$ cat src/logic/spp_sync.sv
// Shared constants for the serial peripheral port, plus its input synchroniser.
// Assumes a single system clock domain; every pin input enters through spp_sync.

package spp_pkg;

   // ----------------------------------------------------------------------
   // Timing
   // ----------------------------------------------------------------------
   localparam int unsigned CLK_PERIOD_NS = 5;
   localparam int unsigned SYS_PER_SCK_MIN = 4;
   localparam logic [4:0] HALF_MIN = 5'(SYS_PER_SCK_MIN / 2);

   // ----------------------------------------------------------------------
   // Byte framing
   // ----------------------------------------------------------------------
   localparam int unsigned DATA_W = 8;
   localparam logic [3:0] SAMPLE_LAST = 4'h7;
   localparam logic [3:0] EDGE_LAST = 4'hf;
   localparam logic [3:0] CNT_ZERO = 4'h0;
   localparam logic [3:0] CNT_ONE = 4'h1;
   localparam logic [4:0] DIV_ONE = 5'h01;
   localparam logic [4:0] DIV_ZERO = 5'h00;
   localparam int unsigned SYNC_W = 4;

   // ----------------------------------------------------------------------
   // Reset values
   // ----------------------------------------------------------------------
   localparam logic [7:0] DATA_RST = 8'h00;
   localparam logic [1:0] RATE_RST = 2'h0;

   typedef enum logic {
      ST_IDLE,
      ST_XFER
   } spp_state_t;

endpackage

`timescale 1ns/10ps

module spp_sync #(
   parameter int W = 4
) (
   input wire logic i_clk_sys,
   input wire logic i_rst_n,
   input wire logic [W-1:0] i_async,
   output logic [W-1:0] o_sync
);

   logic [W-1:0] meta_q;

   // ----------------------------------------------------------------------
   // Two-stage synchroniser
   // ----------------------------------------------------------------------
   // Only the second stage may read the first; it settles metastability.
   always_ff @(posedge i_clk_sys) begin
      if (!i_rst_n) begin
         meta_q <= '1;
         o_sync <= '1;
      end else begin
         meta_q <= i_async;
         o_sync <= meta_q;
      end
   end

endmodule

$ cat src/logic/spp_serial_port.sv
// Serial peripheral port: master or slave byte exchange over four pins.
// Assumes control bits and data strobes come from logic on i_clk_sys.
//
// Function
// Master or slave selectable; master shift clock at most a quarter of system clock.
// Flags report transfer complete and write collision.
// Master mode fault detection recognises two masters on the bus.
// Datapath holds write buffer, shift register and read buffer.
// A completed received byte moves in parallel into the read buffer.
// Four lines: data in, data out, shift clock, active-low select.
// Master drives out-line and samples in-line; slave does the reverse.
// Shift clock pin is output as master, input as slave.
// Master issues exactly eight shift clocks, exchanging one byte each way.
// Slave responds only while select is low; inactive when high.
// Far master selects at most one slave at a time.
// Only one master may exist on the bus at once.
// Automatic select output toggles between bytes without software.
// Master and slave shift registers form one circular shift path.
// Most significant bit first by default; least first when bit set.
// Bit order changes only shift order, not register bit positions.
// Master with fault detection enabled monitors select pin as input.
// Slave: select input; master without detection: general I/O or auto output.
// Master-select bit 1 means master, 0 means slave.
// Master data write starts eight clocks; then clock stops, done flag set.
// Mode fault clears master-select and enable, sets fault flag.
// Data write mid-transfer sets collision flag and is discarded.

`timescale 1ns/10ps

module spp_serial_port (
   input wire logic i_clk_sys,
   input wire logic i_rst_n,
   input wire logic i_ctrl_wr,
   input wire logic i_port_enable,
   input wire logic i_master_select,
   input wire logic i_lsb_first_enable,
   input wire logic i_fault_detect_disable,
   input wire logic i_select_output_enable,
   input wire logic i_cpol,
   input wire logic i_cpha,
   input wire logic [1:0] i_rate_sel,
   input wire logic i_data_wr,
   input wire logic [7:0] i_data_wdata,
   input wire logic i_done_clr,
   input wire logic i_write_collision_flag_clr,
   input wire logic i_mode_fault_flag_clr,
   output logic o_port_enable,
   output logic o_master_select,
   output logic [7:0] o_rx_data,
   output logic o_transfer_done_flag,
   output logic o_write_collision_flag,
   output logic o_mode_fault_flag,
   output logic o_busy,
   input wire logic i_shift_clock_pin,
   output logic o_shift_clock_pin,
   output logic o_shift_clock_pin_oe_n,
   input wire logic i_mosi,
   output logic o_mosi,
   output logic o_mosi_oe_n,
   input wire logic i_miso,
   output logic o_miso,
   output logic o_miso_oe_n,
   input wire logic i_ss_n,
   output logic o_ss_n,
   output logic o_ss_oe_n,
   output logic o_ss_gpio
);

   logic [spp_pkg::SYNC_W-1:0] pins_s;
   logic sck_s;
   logic mosi_s;
   logic miso_s;
   logic ss_n_s;
   logic sck_prev_q;
   logic en_q;
   logic master_select_q;
   logic lsb_q;
   logic fault_detect_disable_q;
   logic select_output_enable_q;
   logic cpol_q;
   logic cpha_q;
   logic [1:0] rate_q;
   spp_pkg::spp_state_t state_q;
   logic [4:0] div_q;
   logic [3:0] edge_q;
   logic sck_q;
   logic [7:0] tx_q;
   logic [7:0] rx_q;
   logic [3:0] cnt_q;
   logic [7:0] wbuf_q;
   logic [7:0] rbuf_q;
   logic done_q;
   logic write_collision_flag_q;
   logic mode_fault_flag_q;
   logic is_master;
   logic is_slave;
   logic slv_sel;
   logic fault_evt;
   logic abort;
   logic [4:0] half;
   logic tick;
   logic m_end;
   logic lead;
   logic trail;
   logic samp_evt;
   logic shft_evt;
   logic byte_end;
   logic in_bit;
   logic out_bit;
   logic [7:0] rx_fill;
   logic start;
   logic wr_collide;
   logic auto_ss;

   // ----------------------------------------------------------------------
   // Pin synchronisation
   // ----------------------------------------------------------------------
   // The far master's clock and select are asynchronous, so all four pins
   // pass two flops; this limits slave clock rate to well below i_clk_sys.
   spp_sync #(
      .W(spp_pkg::SYNC_W)
   ) u_sync (
      .i_clk_sys(i_clk_sys),
      .i_rst_n(i_rst_n),
      .i_async({i_shift_clock_pin, i_mosi, i_miso, i_ss_n}),
      .o_sync(pins_s)
   );

   assign sck_s = pins_s[3];
   assign mosi_s = pins_s[2];
   assign miso_s = pins_s[1];
   assign ss_n_s = pins_s[0];

   // Edge detection reads the synchronised copy; its reset level matches the
   // synchroniser's so that no false clock edge follows reset.
   always_ff @(posedge i_clk_sys) begin
      if (!i_rst_n) begin
         sck_prev_q <= 1'b1;
      end else begin
         sck_prev_q <= sck_s;
      end
   end

   // ----------------------------------------------------------------------
   // Mode decode
   // ----------------------------------------------------------------------
   assign is_master = en_q & master_select_q;
   assign is_slave = en_q & ~master_select_q;
   assign slv_sel = is_slave & ~ss_n_s;
   assign fault_evt = is_master & ~fault_detect_disable_q & ~ss_n_s;
   assign auto_ss = is_master & fault_detect_disable_q & select_output_enable_q;
   // A configuration write mid-byte abandons that byte.
   assign abort = fault_evt | i_ctrl_wr;

   // ----------------------------------------------------------------------
   // Configuration bits
   // ----------------------------------------------------------------------
   // A mode fault beats a simultaneous software write so a second master
   // can never be left enabled by a racing write.
   always_ff @(posedge i_clk_sys) begin
      if (!i_rst_n) begin
         en_q <= 1'b0;
         master_select_q <= 1'b0;
         lsb_q <= 1'b0;
         fault_detect_disable_q <= 1'b0;
         select_output_enable_q <= 1'b0;
         cpol_q <= 1'b0;
         cpha_q <= 1'b0;
         rate_q <= spp_pkg::RATE_RST;
      end else if (fault_evt) begin
         en_q <= 1'b0;
         master_select_q <= 1'b0;
      end else if (i_ctrl_wr) begin
         en_q <= i_port_enable;
         master_select_q <= i_master_select;
         lsb_q <= i_lsb_first_enable;
         fault_detect_disable_q <= i_fault_detect_disable;
         select_output_enable_q <= i_select_output_enable;
         cpol_q <= i_cpol;
         cpha_q <= i_cpha;
         rate_q <= i_rate_sel;
      end
   end

   // ----------------------------------------------------------------------
   // Master clock generator
   // ----------------------------------------------------------------------
   // Half period is never below two system clocks, so the shift clock
   // never exceeds a quarter of i_clk_sys.
   assign half = spp_pkg::HALF_MIN << rate_q;
   assign tick = (state_q == spp_pkg::ST_XFER) && (div_q == half - spp_pkg::DIV_ONE);
   assign m_end = tick && (edge_q == spp_pkg::EDGE_LAST);
   assign start = is_master && (state_q == spp_pkg::ST_IDLE) && i_data_wr && !abort;

   // Sixteen edges make eight clocks; the clock then rests at its idle level.
   always_ff @(posedge i_clk_sys) begin
      if (!i_rst_n) begin
         state_q <= spp_pkg::ST_IDLE;
         div_q <= spp_pkg::DIV_ZERO;
         edge_q <= spp_pkg::CNT_ZERO;
         sck_q <= 1'b0;
      end else if (abort) begin
         state_q <= spp_pkg::ST_IDLE;
         div_q <= spp_pkg::DIV_ZERO;
         edge_q <= spp_pkg::CNT_ZERO;
         sck_q <= i_ctrl_wr ? i_cpol : cpol_q;
      end else begin
         unique case (state_q)
            spp_pkg::ST_IDLE: begin
               div_q <= spp_pkg::DIV_ZERO;
               edge_q <= spp_pkg::CNT_ZERO;
               sck_q <= cpol_q;
               if (start) begin
                  state_q <= spp_pkg::ST_XFER;
               end
            end
            spp_pkg::ST_XFER: begin
               if (tick) begin
                  div_q <= spp_pkg::DIV_ZERO;
                  sck_q <= ~sck_q;
                  edge_q <= edge_q + spp_pkg::CNT_ONE;
                  if (m_end) begin
                     state_q <= spp_pkg::ST_IDLE;
                  end
               end else begin
                  div_q <= div_q + spp_pkg::DIV_ONE;
               end
            end
         endcase
      end
   end

   // ----------------------------------------------------------------------
   // Shift events
   // ----------------------------------------------------------------------
   // Master edges come from its own divider, slave edges from the pin.
   always_comb begin
      lead = 1'b0;
      trail = 1'b0;
      if (is_master) begin
         lead = tick && !edge_q[0];
         trail = tick && edge_q[0];
      end else if (slv_sel && (sck_s != sck_prev_q)) begin
         lead = (sck_s != cpol_q);
         trail = (sck_s == cpol_q);
      end
   end

   assign samp_evt = cpha_q ? trail : lead;
   assign shft_evt = cpha_q ? lead : trail;
   assign in_bit = is_master ? miso_s : mosi_s;
   assign out_bit = lsb_q ? tx_q[0] : tx_q[7];
   // Received bits land in their true weight whatever the order.
   assign rx_fill = lsb_q ? {in_bit, rx_q[7:1]} : {rx_q[6:0], in_bit};
   assign byte_end = samp_evt && (cnt_q == spp_pkg::SAMPLE_LAST);

   // ----------------------------------------------------------------------
   // Shift register path
   // ----------------------------------------------------------------------
   // Outgoing bits leave while incoming bits fill, so one byte swaps places
   // with the partner's. The first bit is already presented before the
   // first edge, hence no shift until one sample has been taken.
   always_ff @(posedge i_clk_sys) begin
      if (!i_rst_n) begin
         tx_q <= spp_pkg::DATA_RST;
         rx_q <= spp_pkg::DATA_RST;
         cnt_q <= spp_pkg::CNT_ZERO;
      end else if (start) begin
         tx_q <= i_data_wdata;
         cnt_q <= spp_pkg::CNT_ZERO;
      end else if (abort || (!is_master && !slv_sel)) begin
         tx_q <= wbuf_q;
         cnt_q <= spp_pkg::CNT_ZERO;
      end else if (samp_evt) begin
         rx_q <= rx_fill;
         if (byte_end) begin
            cnt_q <= spp_pkg::CNT_ZERO;
            if (!is_master) begin
               tx_q <= wbuf_q;
            end
         end else begin
            cnt_q <= cnt_q + spp_pkg::CNT_ONE;
         end
      end else if (shft_evt && (cnt_q != spp_pkg::CNT_ZERO)) begin
         tx_q <= lsb_q ? {1'b0, tx_q[7:1]} : {tx_q[6:0], 1'b0};
      end
   end

   // ----------------------------------------------------------------------
   // Write and read buffers
   // ----------------------------------------------------------------------
   // Writes while a byte is on the wire are dropped, never merged.
   assign wr_collide = i_data_wr && ((state_q == spp_pkg::ST_XFER) || slv_sel);

   always_ff @(posedge i_clk_sys) begin
      if (!i_rst_n) begin
         wbuf_q <= spp_pkg::DATA_RST;
      end else if (i_data_wr && !wr_collide) begin
         wbuf_q <= i_data_wdata;
      end
   end

   // The read buffer frees the shift register for the next byte at once.
   always_ff @(posedge i_clk_sys) begin
      if (!i_rst_n) begin
         rbuf_q <= spp_pkg::DATA_RST;
      end else if (byte_end) begin
         rbuf_q <= rx_fill;
      end
   end

   // ----------------------------------------------------------------------
   // Status flags
   // ----------------------------------------------------------------------
   // Each flag's set wins over a clear in the same cycle.
   always_ff @(posedge i_clk_sys) begin
      if (!i_rst_n) begin
         done_q <= 1'b0;
         write_collision_flag_q <= 1'b0;
         mode_fault_flag_q <= 1'b0;
      end else begin
         done_q <= m_end || (is_slave && byte_end) || (done_q && !i_done_clr);
         write_collision_flag_q <= wr_collide || (write_collision_flag_q && !i_write_collision_flag_clr);
         mode_fault_flag_q <= fault_evt || (mode_fault_flag_q && !i_mode_fault_flag_clr);
      end
   end

   // ----------------------------------------------------------------------
   // Pins and outputs
   // ----------------------------------------------------------------------
   assign o_shift_clock_pin = sck_q;
   assign o_shift_clock_pin_oe_n = ~is_master;
   assign o_mosi = out_bit;
   assign o_mosi_oe_n = ~is_master;
   assign o_miso = out_bit;
   assign o_miso_oe_n = ~slv_sel;
   // Automatic select falls for each byte and rises when idle.
   assign o_ss_n = (state_q != spp_pkg::ST_XFER);
   assign o_ss_oe_n = ~auto_ss;
   assign o_ss_gpio = ~en_q | (master_select_q & fault_detect_disable_q & ~select_output_enable_q);
   assign o_port_enable = en_q;
   assign o_master_select = master_select_q;
   assign o_rx_data = rbuf_q;
   assign o_transfer_done_flag = done_q;
   assign o_write_collision_flag = write_collision_flag_q;
   assign o_mode_fault_flag = mode_fault_flag_q;
   assign o_busy = (state_q == spp_pkg::ST_XFER) || (slv_sel && (cnt_q != spp_pkg::CNT_ZERO));
endmodule

$ cat config.mk
export PLATFORM = sky130hd
export DESIGN_NAME = spp_serial_port
export DESIGN_NICKNAME = d
export VERILOG_FILES = /design/src/logic/spp_sync.sv /design/src/logic/spp_serial_port.sv
export SDC_FILE = /design/constraint.sdc
export NUM_CORES = 1
export LEC_CHECK = 0
export ABC_CLOCK_PERIOD_IN_PS = 3200
export BUFFER_PORTS_ARGS = -buffer_cell sky130_fd_sc_hd__buf_2
export CAP_MARGIN = 20
export CORE_MARGIN = 2
export CORE_UTILIZATION = 60
export DETAILED_ROUTE_END_ITERATION = 10
export MAX_ROUTING_LAYER = met4
export PLACE_DENSITY = 0.86
export SYNTH_ARGS = -nofsm -noshare
export SYNTH_HDL_FRONTEND = slang
export SYNTH_SLANG_ARGS = --single-unit
$ cat constraint.sdc
create_clock -name i_clk_sys -period 3.2 [get_ports i_clk_sys]
set_input_delay 0.16 -clock i_clk_sys [delete_from_list [all_inputs] [get_ports i_clk_sys]]
set_output_delay 0.16 -clock i_clk_sys [all_outputs]
set_load 0.01 [all_outputs]
Yosys cells after proc, flatten, opt, wreduce, memory -nomap -nowiden
Index checks and enable logic that the tools add are counted.
{ "classes": {"reduce_logical": 41, "bitwise": 25, "eq_ne": 10, "n_addsub": 4, "mux": 29, "n_shift": 1} }
{ "op_table": {"columns": ["operator", "count"], "rows": [
  ["8-bit 2-to-1 mux", 8],
  ["1-bit logical AND", 18],
  ["1-bit 2-to-1 mux", 14],
  ["1-bit inverter", 14],
  ["5-bit one-hot mux with 2 select lines", 1],
  ["1-bit bitwise AND", 9],
  ["4-bit by 1-bit adder with 4-bit output, second input constant", 2],
  ["1-bit logical NOT", 8],
  ["4-bit 2-to-1 mux", 2],
  ["4-bit one-hot mux with 2 select lines", 1],
  ["4-bit nonzero test", 2],
  ["1-bit logical OR", 7],
  ["3-bit AND reduction", 2],
  ["5-bit by 1-bit adder with 5-bit output, second input constant", 1],
  ["5-bit == test", 1],
  ["5-bit 2-to-1 mux", 1],
  ["2-bit by 2-bit << shifter with 5-bit output, first input constant", 1],
  ["5-bit by 1-bit subtractor with 5-bit output, second input constant", 1],
  ["4-bit by 3-bit == test with 1-bit output, second input constant", 1],
  ["4-bit == test, second input constant", 1],
  ["4-bit by 1-bit != test with 1-bit output, second input constant", 1],
  ["4-bit by 2-bit != test with 1-bit output, second input constant", 1],
  ["1-bit one-hot mux with 2 select lines", 2],
  ["2-bit OR reduction", 2],
  ["7 further kinds", 9]
]} }
{ "word_totals": {"input_bits": 28, "output_inout_bits": 23, "register_bits": 68, "wordCells": 133} }

Logic depth before layout (Yosys ltp)
Gate-level depths: netlist of the first run.
{ "logic_depth": {"depth_word": 12, "mapped_depth": 10, "depth_no_buf": 8} }

By module
Synthesis of the first run repeated with hierarchy kept, for this count alone.
{ "unflattened": {"cells_unflattened": 341, "hier_area_um2": 3100.5} }
{ "modules_own_cells": {"columns": ["module", "n_inst", "cells_each", "area_per_inst_um2", "seq_area_each_um2"], "rows": [
  ["spp_serial_port", 1, 325, 2890.3, 1201.2],
  ["spp_sync", 1, 16, 210.2, 160.2]
]} }

Worst setup path after synthesis of the first run
No wires, ideal clock.
{ "synth_path": {"kind": "flip-flop to flip-flop", "start": "register master_select_q (netlist: o_master_select)", "end": "register tx_q[7]", "period_less_slack_ns": 2.246, "path_stages_with_launch": 10, "setup_time_ns": 0.122, "slack_ns": 0.954, "n_path_buf": 2, "arrival_time_ns": 2.124, "required_ns": 3.078, "path_cell_list": "dfxtp_1 buf_2 nand2_2 or3_1 a21o_1 a32o_2 buf_2 a41oi_1 a21boi_0 o22ai_1"} }
{ "synth_via": {"elab_chain_len": 10, "elab_cells_between_ends": 31, "classes_between": "2 x eq/ne; 9 x mux; 7 x bitwise; 13 x reduce/logical"} }
{ "synth_lines": {"columns": ["element", "line", "text"], "rows": [
  ["from (decl)", "spp_serial_port.sv:76", "logic master_select_q;"],
  ["from (signal assigned)", "spp_serial_port.sv:175", "master_select_q <= i_master_select;"],
  ["1-bit inverter", "spp_serial_port.sv:148", "assign is_slave = en_q & ~master_select_q;"],
  ["1-bit bitwise AND", "spp_serial_port.sv:148", null],
  ["1-bit bitwise AND", "spp_serial_port.sv:149", "assign slv_sel = is_slave & ~ss_n_s;"],
  ["1-bit logical AND", "spp_serial_port.sv:243", "end else if (slv_sel && (sck_s != sck_prev_q)) begin"],
  ["1-bit 2-to-1 mux", "spp_serial_port.sv:243", null],
  ["1-bit 2-to-1 mux", "spp_serial_port.sv:240", "if (is_master) begin"],
  ["1-bit 2-to-1 mux, on equally long branches", "spp_serial_port.sv:249, spp_serial_port.sv:250", null],
  ["1-bit logical AND (tied with other cells)", "spp_serial_port.sv:255", "assign byte_end = samp_evt && (cnt_q == spp_pkg::SAMPLE_LAST);"],
  ["4-bit by 1-bit != test with 1-bit output (no line) (tied with other cells)", null, null],
  ["3-bit AND reduction (no line) or 8-bit 2-to-1 mux (tied branches)", null, null],
  ["to (signal assigned)", "spp_serial_port.sv:265", "tx_q <= spp_pkg::DATA_RST;"],
  ["to (signal assigned)", "spp_serial_port.sv:269", "tx_q <= i_data_wdata;"],
  ["to (signal assigned)", "spp_serial_port.sv:272", "tx_q <= wbuf_q;"],
  ["to (decl)", "spp_serial_port.sv:87", "logic [7:0] tx_q;"]
]} }
Several ways; a longest one is shown, not always the timed one.
A chain may end at the register's enable or synchronous reset.

Final worst setup path of the first run
{ "layout_path": {"start": "register en_q (netlist: o_port_enable)", "end": "register rbuf_q[0] (netlist: o_rx_data[0])"} }
{ "layout_via": {"elab_chain_len": 7, "elab_cells_between_ends": 12, "classes_between": "7 x mux; 3 x bitwise; 2 x reduce/logical"} }
{ "layout_lines": {"columns": ["element", "line", "text"], "rows": [
  ["from (decl)", "spp_serial_port.sv:75", "logic en_q;"],
  ["from (signal assigned)", "spp_serial_port.sv:174", "en_q <= i_port_enable;"],
  ["1-bit bitwise AND", "spp_serial_port.sv:148", null],
  ["1-bit bitwise AND", "spp_serial_port.sv:149", null],
  ["1-bit logical AND", "spp_serial_port.sv:243", null],
  ["1-bit 2-to-1 mux", "spp_serial_port.sv:243", null],
  ["1-bit 2-to-1 mux", "spp_serial_port.sv:240", null],
  ["1-bit 2-to-1 mux", "spp_serial_port.sv:249", "assign samp_evt = cpha_q ? trail : lead;"],
  ["1-bit logical AND", "spp_serial_port.sv:255", null],
  ["to (signal assigned)", "spp_serial_port.sv:306", "rbuf_q <= spp_pkg::DATA_RST;"],
  ["to (signal assigned)", "spp_serial_port.sv:308", "rbuf_q <= rx_fill;"],
  ["to (decl)", "spp_serial_port.sv:91", "logic [7:0] rbuf_q;"]
]} }
Several ways; a longest one is shown, not always the timed one.

==> summary.txt, run 1 <==
Crit path to = o_rx_data[0]
MaxCap Viol Count = 0
Core footprint = 5075 um2
Number of synthesized register bits = 68
Worst hold start = i_ss_n
Max clock buf depth = 2
Post-DP HPWL = 4545 um
Worst reg2reg endpoint = o_rx_data[0]
Post-Route WL = 6951 um
Commonest non-fill, non-tap cell in the layout = dfxtp_1
Crit-path max FO = 16
GPL Wtd Cong = 0.8763
Drt wl/cell = 14.85 um
RSZ-0062 raised after global routing = no
Startpoint class of the critical path = flop
CTS tree = built
CP endpoint kind = flop
Worst EP required = 3.44 ns
Row count = 26
Mapped Nets = 379
Pin count of the biggest net entering global routing = 57
Post-detailed-route DRC marker count = 0
Root buffer cell = clkbuf_8
Post-detailed-route via-to-cell ratio = 5.746
Post-CTS Resized = 0
Postcts setup bufs = 0
Via count = 2689
Worst-path clk slew = 0.08 ns
Starting Density = 61.98%
R2r setup slk = 0.44 ns
Grt ovf = 0
First-pass GRT wire length = 11390 um
Buf/Inv on CP = 0
Max incr delay on CP = 0.61 ns
Synth Cell Area = 3146 um2
Top Ports = 51
Post-synth EDFFs = 0
Max_slew headroom = 37.81%
R2R cell count = 6
1st-pass router iterations = 5
Yosys warns = 0
Final nets = 425
Initial DRC count = 209
Vias in the first global route = 2496
Critical Path AT = 3.00 ns
PnR Total Power = 1.757 mW
CTS sink cnt = 68
Post-synth ARST share = 0%
Die area = 5838 um2
Fin cells = 468
Least-Margin Pin Slew = 0.9316 ns
Setup crit start = o_port_enable
Fin crit share = 86.28%
Routed Antenna Nets = 0
Cell Chain, Critical Path = nor3b_1 > o21ai_0 > a32oi_1 > and2_1 > mux2i_1 > nor2b_1
Post-synth top area cell = dfxtp_1
Hold Vio Cnt, Final = 0
GRT Overall Usage = 24.95%
Die X = 76.41 um
Final setup TNS = 0 ns
Number of CTS-inserted buffers = 9
Share of layout cells above drive strength 1 = 19.35%
Critical Path Stages = 6
Largest cells by area after synthesis = dfxtp_1, mux2i_1, nand2_1
Pwr/cell area = 482.3 nW/um2
Initial antenna violation count = 0
Port Buffers = 50
Cells after Synth = 347
N_diodes = 0
Commonest cells after routing, fill and taps aside = dfxtp_1, buf_2, nand2_1, mux2i_1, nor2_1
Peak Freq = 362.2 MHz
Final Skew = 0.01037 ns
CP Class = flop to flop
H-tree levels = 3
Synth-to-layout area growth = 15.83%
Fin crit period = 2.761 ns
Die span in y = 76.41 um
Distinct cells, synth = 45
Clk_lat worst skew = 0.35 ns
Status = finished, final reports clean
Synth Flop Type = dfxtp_1
Hold Path Class = input port to flop
Cell family with most CP delay = simple AND/OR/NAND/NOR gates
Peak supply drop = 0.3829 mV
Seq/Total Area, Yosys = 43.28%
Final Max Slew Viols = 0
Leakage = 1.523 nW
Top cell type's share of synthesized area = 43.28%
Final setup vio count = 0
Critical path's slowest cell = and2_1
Dpl cells = 449
Syn avg cell area = 9.065 um2
Reg-to-Reg Start = o_port_enable
worst min path at each step:
stage | to | slack (ns) | depth (start not counted)
2_1_floorplan | u_sync.meta_q[0] | 0.26 | 1
3_3_place_gp | u_sync.meta_q[1] | 0.34 | 2
4_1_cts | u_sync.meta_q[0] | 0.0006 | 2
5_1_grt | u_sync.meta_q[0] | 0.02 | 2
3_5_place_dp | u_sync.meta_q[2] | 0.35 | 2
6_report | u_sync.meta_q[0] | 0.004 | 2
what timing repair did:
action,CTS,global route
hold buffers,3,0
endpoints found under the setup margin,0,0
hold endpoints to repair,3,0
cell usage after synthesis, types with 9 or more instances:
master	n
inv_1	9
nor2b_1	14
nand2b_1	16
mux2i_1	27
dfxtp_1	68
a21boi_0	11
nor2_1	17
o211a_1	12
clkbuf_1	11
nand2_1	42
a21oi_1	15
o21ai_0	15
nand3_1	13
where the power goes:
group / switching (mW) / internal [mW]
sequential: 0.0247 / 0.870
combinational: 0.0614 / 0.0619
clock: 0.352 / 0.388
cell families after synthesis:
family,count (synthesis),share of synthesized area (%)
AND/OR/NAND/NOR,127,20.37
AO/OA/AOI/OAI,76,17.30
flip-flops,68,43.28
buffers and inverters,32,4.733
multiplexers,29,9.666
XOR/XNOR,11,3.063
adder cells (fa/ha/maj),4,1.591
sequential cells by signal, indices dropped and copies added (netlist names), 2 cells and up:
signal and flops:
cnt_q 4, div_q 5, edge_q 4, o_rx_data 8, rate_q 2, rx_q 8, tx_q 8, u_sync.meta_q 4
u_sync.o_sync 4, wbuf_q 8
area by class of cell:
cell class / count / area [um2]
multi-input combinational: 247 / 1635
fill: 414 / 1431
sequential: 68 / 1361
timing repair buffer: 58 / 317.8
clock buffer: 10 / 137.6
tap: 70 / 87.58
clock inverter: 6 / 70.07
inverter: 9 / 33.78
per-layer routing:
| metal | wire length, um | global-route usage (%) | part of all wire [%] |
|---|---|---|---|
| met1 | 3090 | 30.20 | 44 |
| met2 | 3429 | 40.71 | 49 |
| met3 | 313 | 4.384 | 4.5 |
| met4 | 117 | 11.45 | 1.7 |
| met5 | 0 | - | 0 |
stage by stage:
stage               utilization, %  setup WS (ns)  cell area (um2)  hold slack [ns]
global route                 71.79         0.2327             3643          0.01596
global placement             67.11         0.7373             3406           0.3405
CTS                          71.79         0.4490             3643        0.0006347
floorplan                        -         0.9540             3146           0.2615
finish                       71.79         0.4391             3643         0.004251
detailed placement           67.11         0.5985             3406           0.3485
No activity file was read; power rests on OpenSTA's default activity.
==> run 2: changes to the inputs <==
Settings changed: ABC_AREA set to 1, CORE_UTILIZATION 60 to 61, PLACE_DENSITY 0.86 to 0.87.
==> summary.txt, run 2 <==
Synth Cell Area = 3237 um2
Post-synth ARST share = 0%
Drt wl/cell = 12.25 um
Critical path's slowest cell = dfxtp_1
Most common cell in the netlist = nand2_1
Root buffer cell = clkbuf_8
Critical Path AT = 2.40 ns
Max_slew headroom = 44.48%
Peak Freq = 462.3 MHz
Distinct cells, synth = 35
Most frequent cells after synthesis = nand2_1, dfxtp_1, inv_1
CP Class = flop to flop
First-pass GRT wire length = 12010 um
Fin cells = 578
Setup ws final = 1.037 ns
Crit-path max FO = 16
MaxCap Viol Count = 0
Clk_lat worst skew = 0.34 ns
Post-DP HPWL = 5009 um
Peak supply drop = 0.3817 mV
Final setup vio count = 0
Pwr/cell area = 509.0 nW/um2
Commonest cells after routing, fill and taps aside = nand2_1, dfxtp_1, inv_1, buf_2
Hold Vio Cnt, Final = 0
Worst-path clk slew = 0.07 ns
Post-detailed-route DRC marker count = 0
Hold_ws = 0.006079 ns
Port Buffers = 50
Least-Margin Pin Slew = 0.8316 ns
Die area = 5905 um2
Fin crit period = 2.163 ns
Grt ovf = 0
Synth Flop Type = dfxtp_1
Startpoint class of the critical path = flop
Initial DRC count = 183
Via count = 3031
Commonest non-fill, non-tap cell in the layout = nand2_1
Mapped Nets = 491
Status = finished, final reports clean
Core Util, Final = 73.42%
Initial antenna violation count = 0
CP endpoint kind = flop
Buf/Inv on CP = 1
R2r setup slk = 1.04 ns
Max clock buf depth = 2
Post-Route WL = 7083 um
Final Max Slew Viols = 0
Hold Path Class = input port to flop
Pre-CTS WS = 1.109 ns
Yosys warns = 0
Postcts setup bufs = 0
Starting Density = 63.38%
Syn avg cell area = 7.052 um2
Cell Chain, Critical Path = nand2_2 > nor3_4 > nor2_2 > nand3_1 > nand2_2 > inv_2 > nand3_2 > nand2_4 > nand2_1 > nand2_1 > nor2_1
PnR Total Power = 1.909 mW
Fin crit share = 67.60%
Die X = 76.85 um
Largest cells by area after synthesis = dfxtp_1, nand2_1, inv_1
N_diodes = 0
R2R cell count = 11
GRT Overall Usage = 25.83%
Cell family with most CP delay = simple AND/OR/NAND/NOR gates
RSZ-0062 raised after global routing = no
H-tree levels = 3
Max incr delay on CP = 0.45 ns
Leakage = 1.650 nW
Top Ports = 51
Placed inst area = 3480 um2
Final setup TNS = 0 ns
Hold_buf cts = 2
Final Skew = 0.008713 ns
Number of CTS-inserted buffers = 9
Dpl cells = 560
Final nets = 535
Top cell type's share of synthesized area = 42.06%
Die span in y = 76.85 um
Post-CTS Resized = 0
Synth-to-layout area growth = 15.85%
Critical Path Stages = 11
Cells on Worst Hold Path = 2
Final instance area = 3750 um2
1st-pass router iterations = 4
Cells after Synth = 459
Post-detailed-route via-to-cell ratio = 5.244
Vias in the first global route = 2828
CTS sink cnt = 68
GPL Wtd Cong = 0.8877
Row count = 26
Seq/Total Area, Yosys = 42.06%
Post-synth EDFFs = 0
Share of layout cells above drive strength 1 = 18.90%
Routed Antenna Nets = 0
Worst EP required = 3.43 ns
CTS tree = built
Pin count of the biggest net entering global routing = 35
Number of synthesized register bits = 68
Post-synth top area cell = dfxtp_1
Fillers = 429
Core footprint = 5107 um2
[run 2: cell count changes after synthesis, sizes merged, moves of 27 or more]
cell,delta
inv,+51
o21ai,+28
nor2,+27
nand2,+65
mux2i,-27
nand3,+31
[run 2: cells by family after synthesis]
family,count (synthesis),synth area share (%)
mux,1,0.3093
flops,68,42.06
xor+xnor,5,1.353
fa+ha+maj,4,1.546
buf+inv,80,10.17
simple gates,214,30.54
compound gates,87,14.03
[run 2: metal layers]
metal,up-vias,part of all wire [%],GRT usage (%)
li1,1546,-,-
met1,1412,45,29.41
met2,62,49,43.42
met3,11,3.7,4.941
met4,0,1.7,12.91
met5,-,0,-
[run 2: final cells by class]
cell class / count / area (um2) / area share [%]
clock buffers: 12 / 155.1 / 4.137
repair buffers: 52 / 270.3 / 7.207
well taps: 70 / 87.58 / 2.336
flip-flops and latches: 68 / 1361 / 36.30
clock inverters: 4 / 95.09 / 2.536
multi-input cells: 311 / 1546 / 41.24
inverters: 61 / 234.0 / 6.240
[run 2: report_power, final]
group	internal [mW]	switching (mW)	total [mW]	leakage, nW
logic	0.0544	0.0887	0.143	0.968
registers	0.874	0.0209	0.895	0.556
clock network	0.559	0.312	0.871	0.127
[run 2: final timing paths]
path                    startpoint               end
setup / recovery     o_port_enable           tx_q[0]
hold / removal              i_ss_n  u_sync.meta_q[0]
setup reg to reg     o_port_enable           tx_q[0]
hold reg to reg   u_sync.meta_q[0]  u_sync.o_sync[0]
